==> config.mk <==
export PLATFORM = sky130hd
export DESIGN_NAME = compare_pwm_channels
export DESIGN_NICKNAME = d
export VERILOG_FILES = /design/src/include/pwm_pkg.sv /design/src/design/prescale_div.sv /design/src/design/irq_arbiter.sv /design/src/design/compare_pwm_channels.sv
export SDC_FILE = /design/constraint.sdc
export NUM_CORES = 1
export LEC_CHECK = 0
export BUFFER_PORTS_ARGS = -buffer_cell sky130_fd_sc_hd__buf_2
export CORE_ASPECT_RATIO = 1.75
export CORE_MARGIN = 3
export CORE_UTILIZATION = 55
export DETAILED_ROUTE_END_ITERATION = 6
export GPL_ROUTABILITY_DRIVEN = 0
export PLACE_DENSITY = 0.81
export SLEW_MARGIN = 30
export SYNTH_ARGS = -nofsm -noshare
export SYNTH_HDL_FRONTEND = slang
export SYNTH_SLANG_ARGS = --single-unit
==> constraint.sdc <==
create_clock -name clk -period 7 [get_ports clk]
set_clock_uncertainty 0.15 [all_clocks]
set_input_delay 0.35 -clock clk [delete_from_list [all_inputs] [get_ports clk]]
set_output_delay 0.35 -clock clk [all_outputs]
set_load 0.02 [all_outputs]
==> src/include/pwm_pkg.sv <==
// Shared constants for the five-channel compare PWM block.
// Assumes a single 100 MHz clock and an Avalon-MM register slave.
package pwm_pkg;
  localparam int NUM_CH = 5;
  localparam int DATA_W = 16;
  localparam int VEC_W = 3;
  // Word offsets (byte address = 4 * index)
  localparam logic [5:0] OFS_PERIOD = 6'h00;
  localparam logic [5:0] OFS_PRESCALE = 6'h01;
  localparam logic [5:0] OFS_FLAGS = 6'h02;
  localparam logic [5:0] OFS_ENABLES = 6'h03;
  localparam logic [5:0] OFS_PORT_OUT = 6'h04;
  localparam logic [5:0] OFS_PIN_DIR = 6'h05;
  localparam logic [5:0] OFS_IRQ_STAT = 6'h06;
  localparam logic [5:0] OFS_CH_BASE = 6'h08;
  localparam logic [5:0] CH_STRIDE = 6'h04;
  localparam logic [1:0] CH_CTRL = 2'h0;
  localparam logic [1:0] CH_ACTIVE = 2'h1;
  localparam logic [1:0] CH_BUFFER = 2'h2;
  localparam logic [1:0] CH_PRIO = 2'h3;
  // Control register fields
  localparam int CTRL_ON_BIT = 15;
  localparam int CTRL_FLT_BIT = 4;
  localparam logic [2:0] MODE_PWM = 3'h6;
  localparam logic [2:0] MODE_PWM_FAULT = 3'h7;
  localparam logic [2:0] PRIO_NONE = 3'h0;
  localparam logic [DATA_W-1:0] RESET_WORD = 16'h0000;
  localparam logic [15:0] RESET_PRESCALE = 16'h0000;
  localparam logic [4:0] RESET_DIR = 5'h1F;
  localparam int FAULT_B_CH = 4;
endpackage

==> src/design/prescale_div.sv <==
// Prescaler: one-cycle tick every (ratio+1) clocks.
// Assumes ratio is static while the time base runs.
`timescale 1ns/1ps
module prescale_div #(
  parameter int W = 16
) (
  input wire logic clk,
  input wire logic sys_rst,
  input wire logic [W-1:0] ratio,
  output logic tick
);
  logic [W-1:0] cnt_q;
  wire logic wrap = (cnt_q >= ratio);
  always_ff @(posedge clk) begin
    if (sys_rst) begin
      cnt_q <= '0;
      tick <= 1'b0;
    end else begin
      cnt_q <= wrap ? '0 : W'(cnt_q + 1'b1);
      tick <= wrap;
    end
  end
endmodule // prescale_div

==> src/design/irq_arbiter.sv <==
// Priority arbiter: picks pending source by group, subpriority, then lowest number.
// Assumes requests are levels held until software clears the flag.
`timescale 1ns/1ps
module irq_arbiter #(
  parameter int N = 5
) (
  input wire logic clk,
  input wire logic sys_rst,
  input wire logic [N-1:0] req,
  input wire logic [N*3-1:0] prio,
  input wire logic [N*2-1:0] sub,
  output logic cpuIrq,
  output logic [2:0] vector,
  output logic [2:0] level
);
  import pwm_pkg::*;
  logic [4:0] best [N+1];
  logic [2:0] idx [N+1];
  logic [N:0] any;
  assign best[0] = 5'h00;
  assign idx[0] = 3'h0;
  assign any[0] = 1'b0;
  genvar g;
  generate
    for (g = 0; g < N; g++) begin : g_arb
      wire logic [4:0] key = {prio[g*3 +: 3], sub[g*2 +: 2]};
      wire logic live = req[g] && (prio[g*3 +: 3] != PRIO_NONE);
      // Strictly greater keeps the lower number on a tie
      wire logic win = live && (!any[g] || key > best[g]);
      assign best[g+1] = win ? key : best[g];
      assign idx[g+1] = win ? 3'(g) : idx[g];
      assign any[g+1] = any[g] | live;
    end
  endgenerate
  always_ff @(posedge clk) begin
    if (sys_rst) begin
      cpuIrq <= 1'b0;
      vector <= 3'h0;
      level <= 3'h0;
    end else begin
      cpuIrq <= any[N];
      vector <= idx[N];
      level <= best[N][4:2];
    end
  end
endmodule // irq_arbiter

==> src/design/compare_pwm_channels.sv <==
// Five compare channels in PWM mode with double-buffered duty, fault shutdown and interrupts.
// Assumes Avalon-MM master, synchronous pins, one 100 MHz clock.
`timescale 1ns/1ps
module compare_pwm_channels #(
  parameter int N = pwm_pkg::NUM_CH,
  parameter int W = pwm_pkg::DATA_W
) (
  input wire logic clk,
  input wire logic sys_rst,
  input wire logic [7:0] avs_address,
  input wire logic avs_read,
  input wire logic avs_write,
  input wire logic [31:0] avs_writedata,
  input wire logic [3:0] avs_byteenable,
  output logic [31:0] avs_readdata,
  output logic avs_waitrequest,
  input wire logic fault_input_a_n,
  input wire logic fault_input_b_n,
  output logic [pwm_pkg::NUM_CH-1:0] compare_output_pin,
  output logic [pwm_pkg::NUM_CH-1:0] compare_output_pin_oe,
  output logic [pwm_pkg::NUM_CH-1:0] channelIrq,
  output logic cpuIrq,
  output logic [2:0] irqVector,
  output logic [2:0] irqLevel
);
  import pwm_pkg::*;

  logic [W-1:0] periodReg_q;
  logic [15:0] prescale_q;
  logic [W-1:0] timer_q;
  logic [N-1:0] flag_q;
  logic [N-1:0] enable_q;
  logic [N-1:0] portOut_q;
  logic [N-1:0] pinDir_q;
  logic [15:0] ctrl_q [N];
  logic [W-1:0] dutyActive_q [N];
  logic [W-1:0] dutyBuffer_q [N];
  logic [2:0] prio_q [N];
  logic [1:0] sub_q [N];
  logic [N-1:0] level_q;
  logic [N-1:0] fault_q;
  logic [N-1:0] pwmOut;
  logic [N-1:0] pinNext;
  logic [N-1:0] oeNext;
  logic [31:0] chWord [N];
  logic [N-1:0] faultIn;
  logic [N-1:0] setFlag;
  logic [N*3-1:0] prioFlat;
  logic [N*2-1:0] subFlat;
  logic tick;
  logic ackPend_q;
  logic [31:0] rdata;

  wire logic [5:0] word = avs_address[7:2];
  wire logic access = (avs_read || avs_write) && avs_waitrequest;
  wire logic acceptNow = access && !ackPend_q;
  // Writes land at the edge that completes the transfer
  wire logic wrEn = avs_write && !avs_waitrequest;
  wire logic periodMatch = tick && (timer_q == periodReg_q);
  wire logic inChan = (word >= OFS_CH_BASE) && (word < 6'(OFS_CH_BASE + N * CH_STRIDE));
  wire logic [5:0] chOfs = 6'(word - OFS_CH_BASE);
  wire logic [2:0] chSel = chOfs[4:2];
  wire logic [1:0] chReg = chOfs[1:0];
  wire logic [15:0] wr16 = avs_writedata[15:0];

  function automatic logic chWrite(input logic [2:0] c, input logic [1:0] r, input logic [2:0] sel,
                                   input logic [1:0] rg, input logic en, input logic hit);
    chWrite = en && hit && (sel == c) && (rg == r);
  endfunction

  function automatic logic isPwm(input logic [2:0] m);
    isPwm = (m == MODE_PWM) || (m == MODE_PWM_FAULT);
  endfunction

  prescale_div #(.W(16)) u_div (
    .clk(clk),
    .sys_rst(sys_rst),
    .ratio(prescale_q),
    .tick(tick)
  );

  // Shared time base
  always_ff @(posedge clk) begin
    if (sys_rst) begin
      timer_q <= RESET_WORD;
    end else if (tick) begin
      timer_q <= periodMatch ? RESET_WORD : W'(timer_q + 1'b1);
    end
  end

  // Global registers
  wire logic wrPeriod = wrEn && (word == OFS_PERIOD) && avs_byteenable[0];
  wire logic wrPresc = wrEn && (word == OFS_PRESCALE) && avs_byteenable[0];
  wire logic wrFlags = wrEn && (word == OFS_FLAGS) && avs_byteenable[0];
  wire logic wrEnab = wrEn && (word == OFS_ENABLES) && avs_byteenable[0];
  wire logic wrPort = wrEn && (word == OFS_PORT_OUT) && avs_byteenable[0];
  wire logic wrDir = wrEn && (word == OFS_PIN_DIR) && avs_byteenable[0];

  always_ff @(posedge clk) begin
    if (sys_rst) begin
      periodReg_q <= RESET_WORD;
      prescale_q <= RESET_PRESCALE;
    end else begin
      if (wrPeriod) periodReg_q <= wr16;
      if (wrPresc) prescale_q <= wr16;
    end
  end

  always_ff @(posedge clk) begin
    if (sys_rst) begin
      enable_q <= '0;
    end else if (wrEnab) begin
      enable_q <= avs_writedata[N-1:0];
    end
  end

  // Port bits only reach a pin while its channel is off
  always_ff @(posedge clk) begin
    if (sys_rst) begin
      portOut_q <= '0;
      pinDir_q <= RESET_DIR;
    end else begin
      if (wrPort) portOut_q <= avs_writedata[N-1:0];
      if (wrDir) pinDir_q <= avs_writedata[N-1:0];
    end
  end

  // Flags: write one to clear, a new event wins over the clear
  always_ff @(posedge clk) begin
    if (sys_rst) begin
      flag_q <= '0;
    end else begin
      flag_q <= (flag_q & ~(wrFlags ? avs_writedata[N-1:0] : '0)) | setFlag;
    end
  end

  genvar c;
  generate
    for (c = 0; c < N; c++) begin : g_ch
      wire logic [2:0] cid = 3'(c);
      wire logic wrCtrl = chWrite(cid, CH_CTRL, chSel, chReg, wrEn, inChan);
      wire logic wrAct = chWrite(cid, CH_ACTIVE, chSel, chReg, wrEn, inChan);
      wire logic wrBuf = chWrite(cid, CH_BUFFER, chSel, chReg, wrEn, inChan);
      wire logic wrPri = chWrite(cid, CH_PRIO, chSel, chReg, wrEn, inChan);
      wire logic on = ctrl_q[c][CTRL_ON_BIT];
      wire logic running = on && isPwm(ctrl_q[c][2:0]);
      wire logic faultMode = ctrl_q[c][2:0] == MODE_PWM_FAULT;
      wire logic newFault = running && faultMode && !faultIn[c] && !fault_q[c];
      // Active duty is read-only while in a PWM mode
      wire logic actWritable = !isPwm(ctrl_q[c][2:0]);

      assign faultIn[c] = (c == FAULT_B_CH) ? fault_input_b_n : fault_input_a_n;
      // High below the active duty; zero stays low, above the period stays high
      assign pwmOut[c] = running && (timer_q < dutyActive_q[c]);
      // Shutdown releases the pin while the latch or, in fault mode, the live fault holds
      wire logic shutDown = fault_q[c] || (faultMode && !faultIn[c]);
      assign pinNext[c] = on ? pwmOut[c] : portOut_q[c];
      assign oeNext[c] = on ? !shutDown : !pinDir_q[c];
      assign setFlag[c] = newFault || (running && periodMatch);
      assign prioFlat[c*3 +: 3] = prio_q[c];
      assign subFlat[c*2 +: 2] = sub_q[c];
      wire logic [15:0] ctrlView = {ctrl_q[c][15:5], fault_q[c], ctrl_q[c][3:0]};
      assign chWord[c] = (chReg == CH_CTRL) ? {16'h0000, ctrlView} :
        (chReg == CH_ACTIVE) ? {16'h0000, dutyActive_q[c]} :
        (chReg == CH_BUFFER) ? {16'h0000, dutyBuffer_q[c]} : {27'h0, prio_q[c], sub_q[c]};

      always_ff @(posedge clk) begin
        if (sys_rst) begin
          ctrl_q[c] <= RESET_WORD;
          dutyBuffer_q[c] <= RESET_WORD;
        end else begin
          if (wrCtrl) ctrl_q[c] <= wr16;
          if (wrBuf) dutyBuffer_q[c] <= wr16;
        end
      end

      always_ff @(posedge clk) begin
        if (sys_rst) begin
          dutyActive_q[c] <= RESET_WORD;
        end else if (wrAct && actWritable) begin
          dutyActive_q[c] <= wr16;
        end else if (running && periodMatch) begin
          dutyActive_q[c] <= dutyBuffer_q[c];
        end
      end

      always_ff @(posedge clk) begin
        if (sys_rst) begin
          prio_q[c] <= PRIO_NONE;
          sub_q[c] <= 2'h0;
        end else if (wrPri) begin
          prio_q[c] <= avs_writedata[4:2];
          sub_q[c] <= avs_writedata[1:0];
        end
      end

      // Fault latches; released by a mode rewrite once the pin is high again
      always_ff @(posedge clk) begin
        if (sys_rst) begin
          fault_q[c] <= 1'b0;
        end else if (newFault) begin
          fault_q[c] <= 1'b1;
        end else if (wrCtrl && faultIn[c]) begin
          fault_q[c] <= 1'b0;
        end
      end
    end
  endgenerate

  // Pin ownership and output drive
  always_ff @(posedge clk) begin
    if (sys_rst) begin
      compare_output_pin <= '0;
      compare_output_pin_oe <= '0;
    end else begin
      compare_output_pin <= pinNext;
      compare_output_pin_oe <= oeNext;
    end
  end

  always_ff @(posedge clk) begin
    if (sys_rst) begin
      level_q <= '0;
    end else begin
      level_q <= flag_q & enable_q;
    end
  end
  assign channelIrq = level_q;

  irq_arbiter #(.N(N)) u_arb (
    .clk(clk),
    .sys_rst(sys_rst),
    .req(level_q),
    .prio(prioFlat),
    .sub(subFlat),
    .cpuIrq(cpuIrq),
    .vector(irqVector),
    .level(irqLevel)
  );

  // Read mux
  always_comb begin
    rdata = 32'h0000_0000;
    if (inChan) begin
      for (int i = 0; i < N; i++) begin
        if (chSel == 3'(i)) rdata = chWord[i];
      end
    end else begin
      case (word)
        OFS_PERIOD: rdata = {16'h0000, periodReg_q};
        OFS_PRESCALE: rdata = {16'h0000, prescale_q};
        OFS_FLAGS: rdata = {27'h0, flag_q};
        OFS_ENABLES: rdata = {27'h0, enable_q};
        OFS_PORT_OUT: rdata = {27'h0, portOut_q};
        OFS_PIN_DIR: rdata = {27'h0, pinDir_q};
        OFS_IRQ_STAT: rdata = {23'h0, cpuIrq, irqLevel, irqVector, 2'h0};
        default: rdata = 32'h0000_0000;
      endcase
    end
  end

  // Bus handshake: one wait cycle, answer on the second edge
  always_ff @(posedge clk) begin
    if (sys_rst) begin
      ackPend_q <= 1'b0;
      avs_waitrequest <= 1'b1;
      avs_readdata <= 32'h0000_0000;
    end else begin
      ackPend_q <= acceptNow;
      avs_waitrequest <= !acceptNow;
      if (avs_read && !ackPend_q) avs_readdata <= rdata;
    end
  end
endmodule // compare_pwm_channels

; Yosys cells after proc, flatten, opt, wreduce, memory -nomap -nowiden
; Memories as Yosys holds them, arrays and structs flattened.
; Index checks and enable logic that the tools add are counted.
[word_totals]
ff_bits = 146
ramBits = 265
input_bits = 50
word_cells = 433
n_memories = 5
[op_classes]
addsub = 3
n_lt_le_gt_ge = 12
n_eq_ne = 24
n_mux = 165
bitwise_logic = 38
reduce_logical = 162
[mem_list]
columns = name, depth, width, rd, rd_ports_with_merged_regs, write_ports, line_no
row1 = ctrl_q, 5, 16, 5, 0, 5, compare_pwm_channels.sv:35  ; logic [15:0] ctrl_q [N];
row2 = dutyActive_q, 5, 16, 5, 0, 5, compare_pwm_channels.sv:36  ; logic [W-1:0] dutyActive_q [N];
row3 = dutyBuffer_q, 5, 16, 5, 0, 5, compare_pwm_channels.sv:37  ; logic [W-1:0] dutyBuffer_q [N];
row4 = prio_q, 5, 3, 5, 0, 5, compare_pwm_channels.sv:38  ; logic [2:0] prio_q [N];
row5 = sub_q, 5, 2, 5, 0, 5, compare_pwm_channels.sv:39  ; logic [1:0] sub_q [N];
[op_table]
columns = cell, count
row1 = 2-to-1 mux 16 bit, 37
row2 = 2-to-1 mux 32 bit, 5
row3 = one-hot mux 16 bit (7 select lines), 1
row4 = 2-to-1 mux 1 bit, 103
row5 = logical AND 1 bit, 98
row6 = less-than comparator 16 bit, 5
row7 = bitwise OR 1 bit, 34
row8 = "equality test 3 bit, second input constant", 11
row9 = "adder 16 x 1 -> 16 bit, second input constant", 2
row10 = 2-to-1 mux 5 bit, 6
row11 = logical NOT 1 bit, 29
row12 = 2-to-1 mux 3 bit, 8
row13 = greater-than comparator 5 bit, 4
row14 = logical OR 1 bit, 20
row15 = "equality test 6 x 3 -> 1 bit, second input constant", 3
row16 = equality test 16 bit, 1
row17 = greater-or-equal comparator 16 bit, 1
row18 = nonzero test 3 bit, 5
row19 = "equality test 6 x 2 -> 1 bit, second input constant", 2
row20 = AND 5 bit, 2
row21 = 2-to-1 mux 2 bit, 5
row22 = nonzero test 2 bit, 5
row23 = "equality test 3 x 2 -> 1 bit, second input constant", 2
row24 = "equality test 6 x 1 -> 1 bit, second input constant", 1
row25 = 12 further kinds, 14

; Logic depth before layout (Yosys ltp)
; An unclocked memory read counts as a cell.
[depth]
word_depth = 20
depth_mapped = 39

; Modules after synthesis
; From an unflattened synthesis, not the netlist that was laid out.
[hier_totals]
cells_unflattened = 2105
hier_area_um2 = 22029.9
[by_module_without_submodules]
columns = module, n_inst, cells_per_inst, area_each_um2, seq_area_each_um2
row1 = compare_pwm_channels, 1, 1823, 19517.5, 9929.5
row2 = prescale_div, 1, 132, 1320.0, 340.3
row3 = irq_arbiter, 1, 150, 1192.4, 140.1

; Least setup slack after synthesis
; No wires, ideal clock.
[synth_path]
path_kind = reg2reg
startpoint = register level_q[0] (netlist: channelIrq[0])
endpoint = register u_arb.level[2]
arrival_time_ns = 6.609
required_ns = 6.762
setup_slack_ns = 0.153
path_stages_with_launch = 39
path_cell_list = dfxtp_1 o31a_2 and2_1 inv_1 ha_1 and4_1 nand3_2 o211a_1 buf_6 o21ai_0 inv_1 ha_1 nand2_1 mux2i_2 nand3_2 o211a_4 nor2_4 inv_1 [3 not listed] or2_2 a221oi_1 nand3_1 a31o_4 nand2b_4 mux2_4 ha_1 nor2b_1 o21a_1 o21ai_0 nand2b_1 a21oi_1 a31oi_1 a21oi_1 or2_2 clkbuf_1 nor2_1 a311oi_2
[synth_between]
elab_chain_len = 18
elab_cells_between_ends = 25
[synth_lines]
columns = item, line_no
row1 = start: declaration, compare_pwm_channels.sv:40  ; logic [N-1:0] level_q;
row2 = start signal: assignment, compare_pwm_channels.sv:225  ; level_q <= flag_q & enable_q;
row3 = logical AND 1 bit (*), irq_arbiter.sv:27  ; wire logic live = req[g] && (prio[g*3 +: 3] != PRIO_NONE);
row4 = 2-to-1 mux 5 bit, irq_arbiter.sv:30  ; assign best[g+1] = win ? key : best[g];
row5 = greater-than comparator 5 bit, irq_arbiter.sv:29  ; wire logic win = live && (!any[g] || key > best[g]);
row6 = logical OR 1 bit, irq_arbiter.sv:29
row7 = logical AND 1 bit, irq_arbiter.sv:29
row8 = 2-to-1 mux 5 bit, irq_arbiter.sv:30
row9 = greater-than comparator 5 bit, irq_arbiter.sv:29
row10 = logical OR 1 bit, irq_arbiter.sv:29
row11 = [2 not listed], --
row12 = greater-than comparator 5 bit, irq_arbiter.sv:29
row13 = logical OR 1 bit, irq_arbiter.sv:29
row14 = logical AND 1 bit, irq_arbiter.sv:29
row15 = 2-to-1 mux 5 bit, irq_arbiter.sv:30
row16 = greater-than comparator 5 bit, irq_arbiter.sv:29
row17 = logical OR 1 bit, irq_arbiter.sv:29
row18 = logical AND 1 bit, irq_arbiter.sv:29
row19 = 2-to-1 mux 5 bit (*), irq_arbiter.sv:30
row20 = end signal: assignment, irq_arbiter.sv:43  ; level <= best[N][4:2];
row21 = end: declaration, irq_arbiter.sv:14  ; output logic [2:0] level
; Mark *: on every way between the ends. The rest lies on a longest branch, timed or not.
; A chain may end at the register's enable or synchronous reset.

==> summary.md <==
| Metric | Value |
|---|---|
| Top post-synthesis cells by area | `edfxtp_1 37%, dfxtp_1 12%, ha_1 6.4%, and2_1 5.5%, a21oi_1 3.6%` |
| GRT overflow | `0` |
| DR vias | `17374` |
| CTS Buf Count | `36` |
| Failing checks | `DRC` |
| Most common flop cell mapped by yosys | `edfxtp_1` |
| DR WL/cell | `25.0 um` |
| First-pass GRT wire length | `99500 um` |
| Synth unique cells | `80` |
| Worst path max stage delay | `0.39 ns` |
| CTS tree | `built` |
| Total GRT Usage | `31.4%` |
| EDFF count, synth | `260` |
| Largest fanout on the critical path | `7` |
| Worst Max-Slew Pin Slew | `1.04 ns` |
| Maxcap violations | `0` |
| Share of the synthesized area in the top cell type | `36.6%` |
| CTS max path bufs | `3` |
| Mean Syn Cell Area | `10.2 um2` |
| Asr flop ratio synth | `0%` |
| Post-synth top cells | `260 x edfxtp_1, 188 x and2_1, 182 x nand2_1` |
| Peak Freq | `146 MHz` |
| Min-delay worst type | `input pin to register` |
| Multi-input logic area | `10100 um2` |
| Antenna violations before repair | `1` |
| Rel. slew slack | `29.9%` |
| Vias/cell | `6.62` |
| Post-synth top area cell | `edfxtp_1` |
| Synth Cell Area | `21300 um2` |
| Cell Pwr Density | `215 nW/um2` |
| Period utilization | `98.1%` |
| Die Span X | `155 um` |
| Slew Limit Fails | `0` |
| Cell chosen for the clock root | `clkbuf_16` |
| Util after Layout | `62.1%` |
| Total Routed Length | `65600 um` |
| Largest net degree at the start of global routing | `67` |
| Status | `finished, violations left` |
| CP Launch Type | `register` |
| Worst VDD drop | `0.147 mV` |
| Reg clk slew, reported paths | `0.07 ns` |
| Total core area | `37900 um2` |
| First-iteration detailed-routing DRC count | `1837` |
| DIE AREA | `41200 um2` |
| Placed cell count | `2546` |
| Final min period | `6.87 ns` |
| Slowest CP cell | `edfxtp_1` |
| Die Ht | `266 um` |
| # rows | `94` |
| Pleak | `9.40 nW` |
| Final hold vios | `0` |
| Post-route ant nets | `0` |
| CP endpoint kind | `register` |
| Register area | `10400 um2` |
| I/O pin total | `105` |
| Vias in the first global route | `17568` |
| DRC | `10` |
| Post-synthesis sequential area ratio | `48.8%` |
| Post-Layout Cell Count | `2623` |
| DP HPWL | `46300 um` |
| CP Data Required Time | `7.33 ns` |
| Share of cells above drive strength 1 | `12.6%` |
| # diodes | `0` |
| Most numerous cell in the Yosys netlist | `edfxtp_1` |
| Initial Utilization | `56.3%` |
| Syn. warnings | `0` |
| Final setup viols | `0` |
| 1st-pass router iterations | `7` |
| Mapped Cells | `2097` |
| Clock latency on the worst-skew pair | `0.55 ns` |
| Crit path kind | `register to register` |
| Final Net Count | `2275` |
| Port buffer count | `67` |
| Seq cells post-synth | `390` |
| Sink Count | `390` |
| FILL cells | `2934` |
| H-tree depth | `2` |
| Area Overhead vs Synth | `10.3%` |
| CP arrival | `7.20 ns` |
layout by cell type (no fill, tap or decap), types with 18 or more instances in the layout:
master and n:
a21o_1 48, a21oi_1 153, a221oi_1 26, a22o_1 81
and2_1 187, buf_2 65, buf_4 57, clkbuf_16 38
dfxtp_1 130, edfxtp_1 260, ha_1 106, inv_1 114
mux2i_1 73, nand2_1 180, nand2b_1 24, nand3_1 41
nor2_1 120, nor3_1 18, o21ai_0 51, o22ai_1 43
xor2_1 29
per-stage QoR:
stage / hold slack [ns] / power (mW) / instance area [um2] / setup slack, ns / setup TNS [ns]
final: 0.0927 / 5.06 / 23500 / 0.134 / 0
after floorplan: 0.286 / 2.85 / 21400 / 0.153 / 0
after detailed placement: 0.312 / 3.00 / 22000 / -0.271 / -1.15
after global routing: 0.102 / 5.18 / 23500 / -0.0753 / -0.182
after global placement: 0.293 / 2.98 / 22000 / 0.0723 / 0
after CTS: 0.0829 / 5.04 / 23300 / 0.0198 / 0
routing by layer:
layer / share of wire [%] / GRT usage, % / vias to the layer above
li1: - / - / 7557
met1: 32 / 34.4 / 8271
met2: 49 / 53.8 / 1156
met3: 8.5 / 4.46 / 390
met4: 10 / 25.1 / 0
met5: 0 / 0 / -
where the power goes:
part | internal [mW] | total [mW] | switching (mW)
clock | 1.20 | 2.09 | 0.887
sequential | 2.52 | 2.56 | 0.0474
combinational | 0.117 | 0.408 | 0.291
worst paths after layout:
kind | start | endpoint | slack (ns) | cells after the start
hold / removal | avs_write | ackPend_q | 0.09 | 4
setup reg to reg | prio_q[0][1] | u_arb.level[1] | 0.13 | 37
hold reg to reg | prescale_q[1] | prescale_q[1] | 0.33 | 2
setup / recovery | prio_q[0][1] | u_arb.level[1] | 0.13 | 37
state kept, by name, summed over array words and instances (netlist names), 5 cells and up:
signal	flops
compare_output_pin_oe	5
avs_readdata	16
flag_q	5
prescale_q	16
u_div.cnt_q	16
sub_q	10
portOut_q	5
dutyActive_q	80
enable_q	5
channelIrq	5
compare_output_pin	5
ctrl_q	75
periodReg_q	16
prio_q	15
timer_q	16
dutyBuffer_q	80
fault_q	5
pinDir_q	5
final cells by class:
class / count / share of cell area (%)
repair buffers: 123 / 3.25
clock buffers: 46 / 4.26
well taps: 480 / 2.55
multi-input cells: 1449 / 42.8
inverters: 116 / 1.85
clock inverters: 19 / 0.974
flip-flops and latches: 390 / 44.3
cell families (layout without fill, tap and decap cells):
group	count (synthesis)	count (layout)	share of synthesized area, %
AO/OA/AOI/OAI	507	507	16.3
XOR/XNOR	46	46	1.89
adder cells (fa/ha/maj)	110	110	6.45
buffers and inverters	273	304	5.16
flip-flops	390	390	48.8
multiplexers	94	94	5.27
other	1	16	0.0176
AND/OR/NAND/NOR	676	676	16.1
what timing repair did:
item	4_1_cts	5_1_grt
endpoints found under the setup margin	6	6
buffers inserted	1	10
hold endpoints to repair	1	0
gates resized for setup	5	21
hold buffers	1	0
pin swaps	2	12
critical path, delay by kind of cell (launching register included):
family | cells | cell delay (ns)
AND/OR/NAND/NOR | 14 | 2.09
buffers and inverters | 4 | 0.33
adder cells (fa/ha/maj) | 4 | 0.99
flip-flops | 1 | 0.39
multiplexers | 2 | 0.51
AO/OA/AOI/OAI | 13 | 2.30
(Power assumes the default switching activity.)
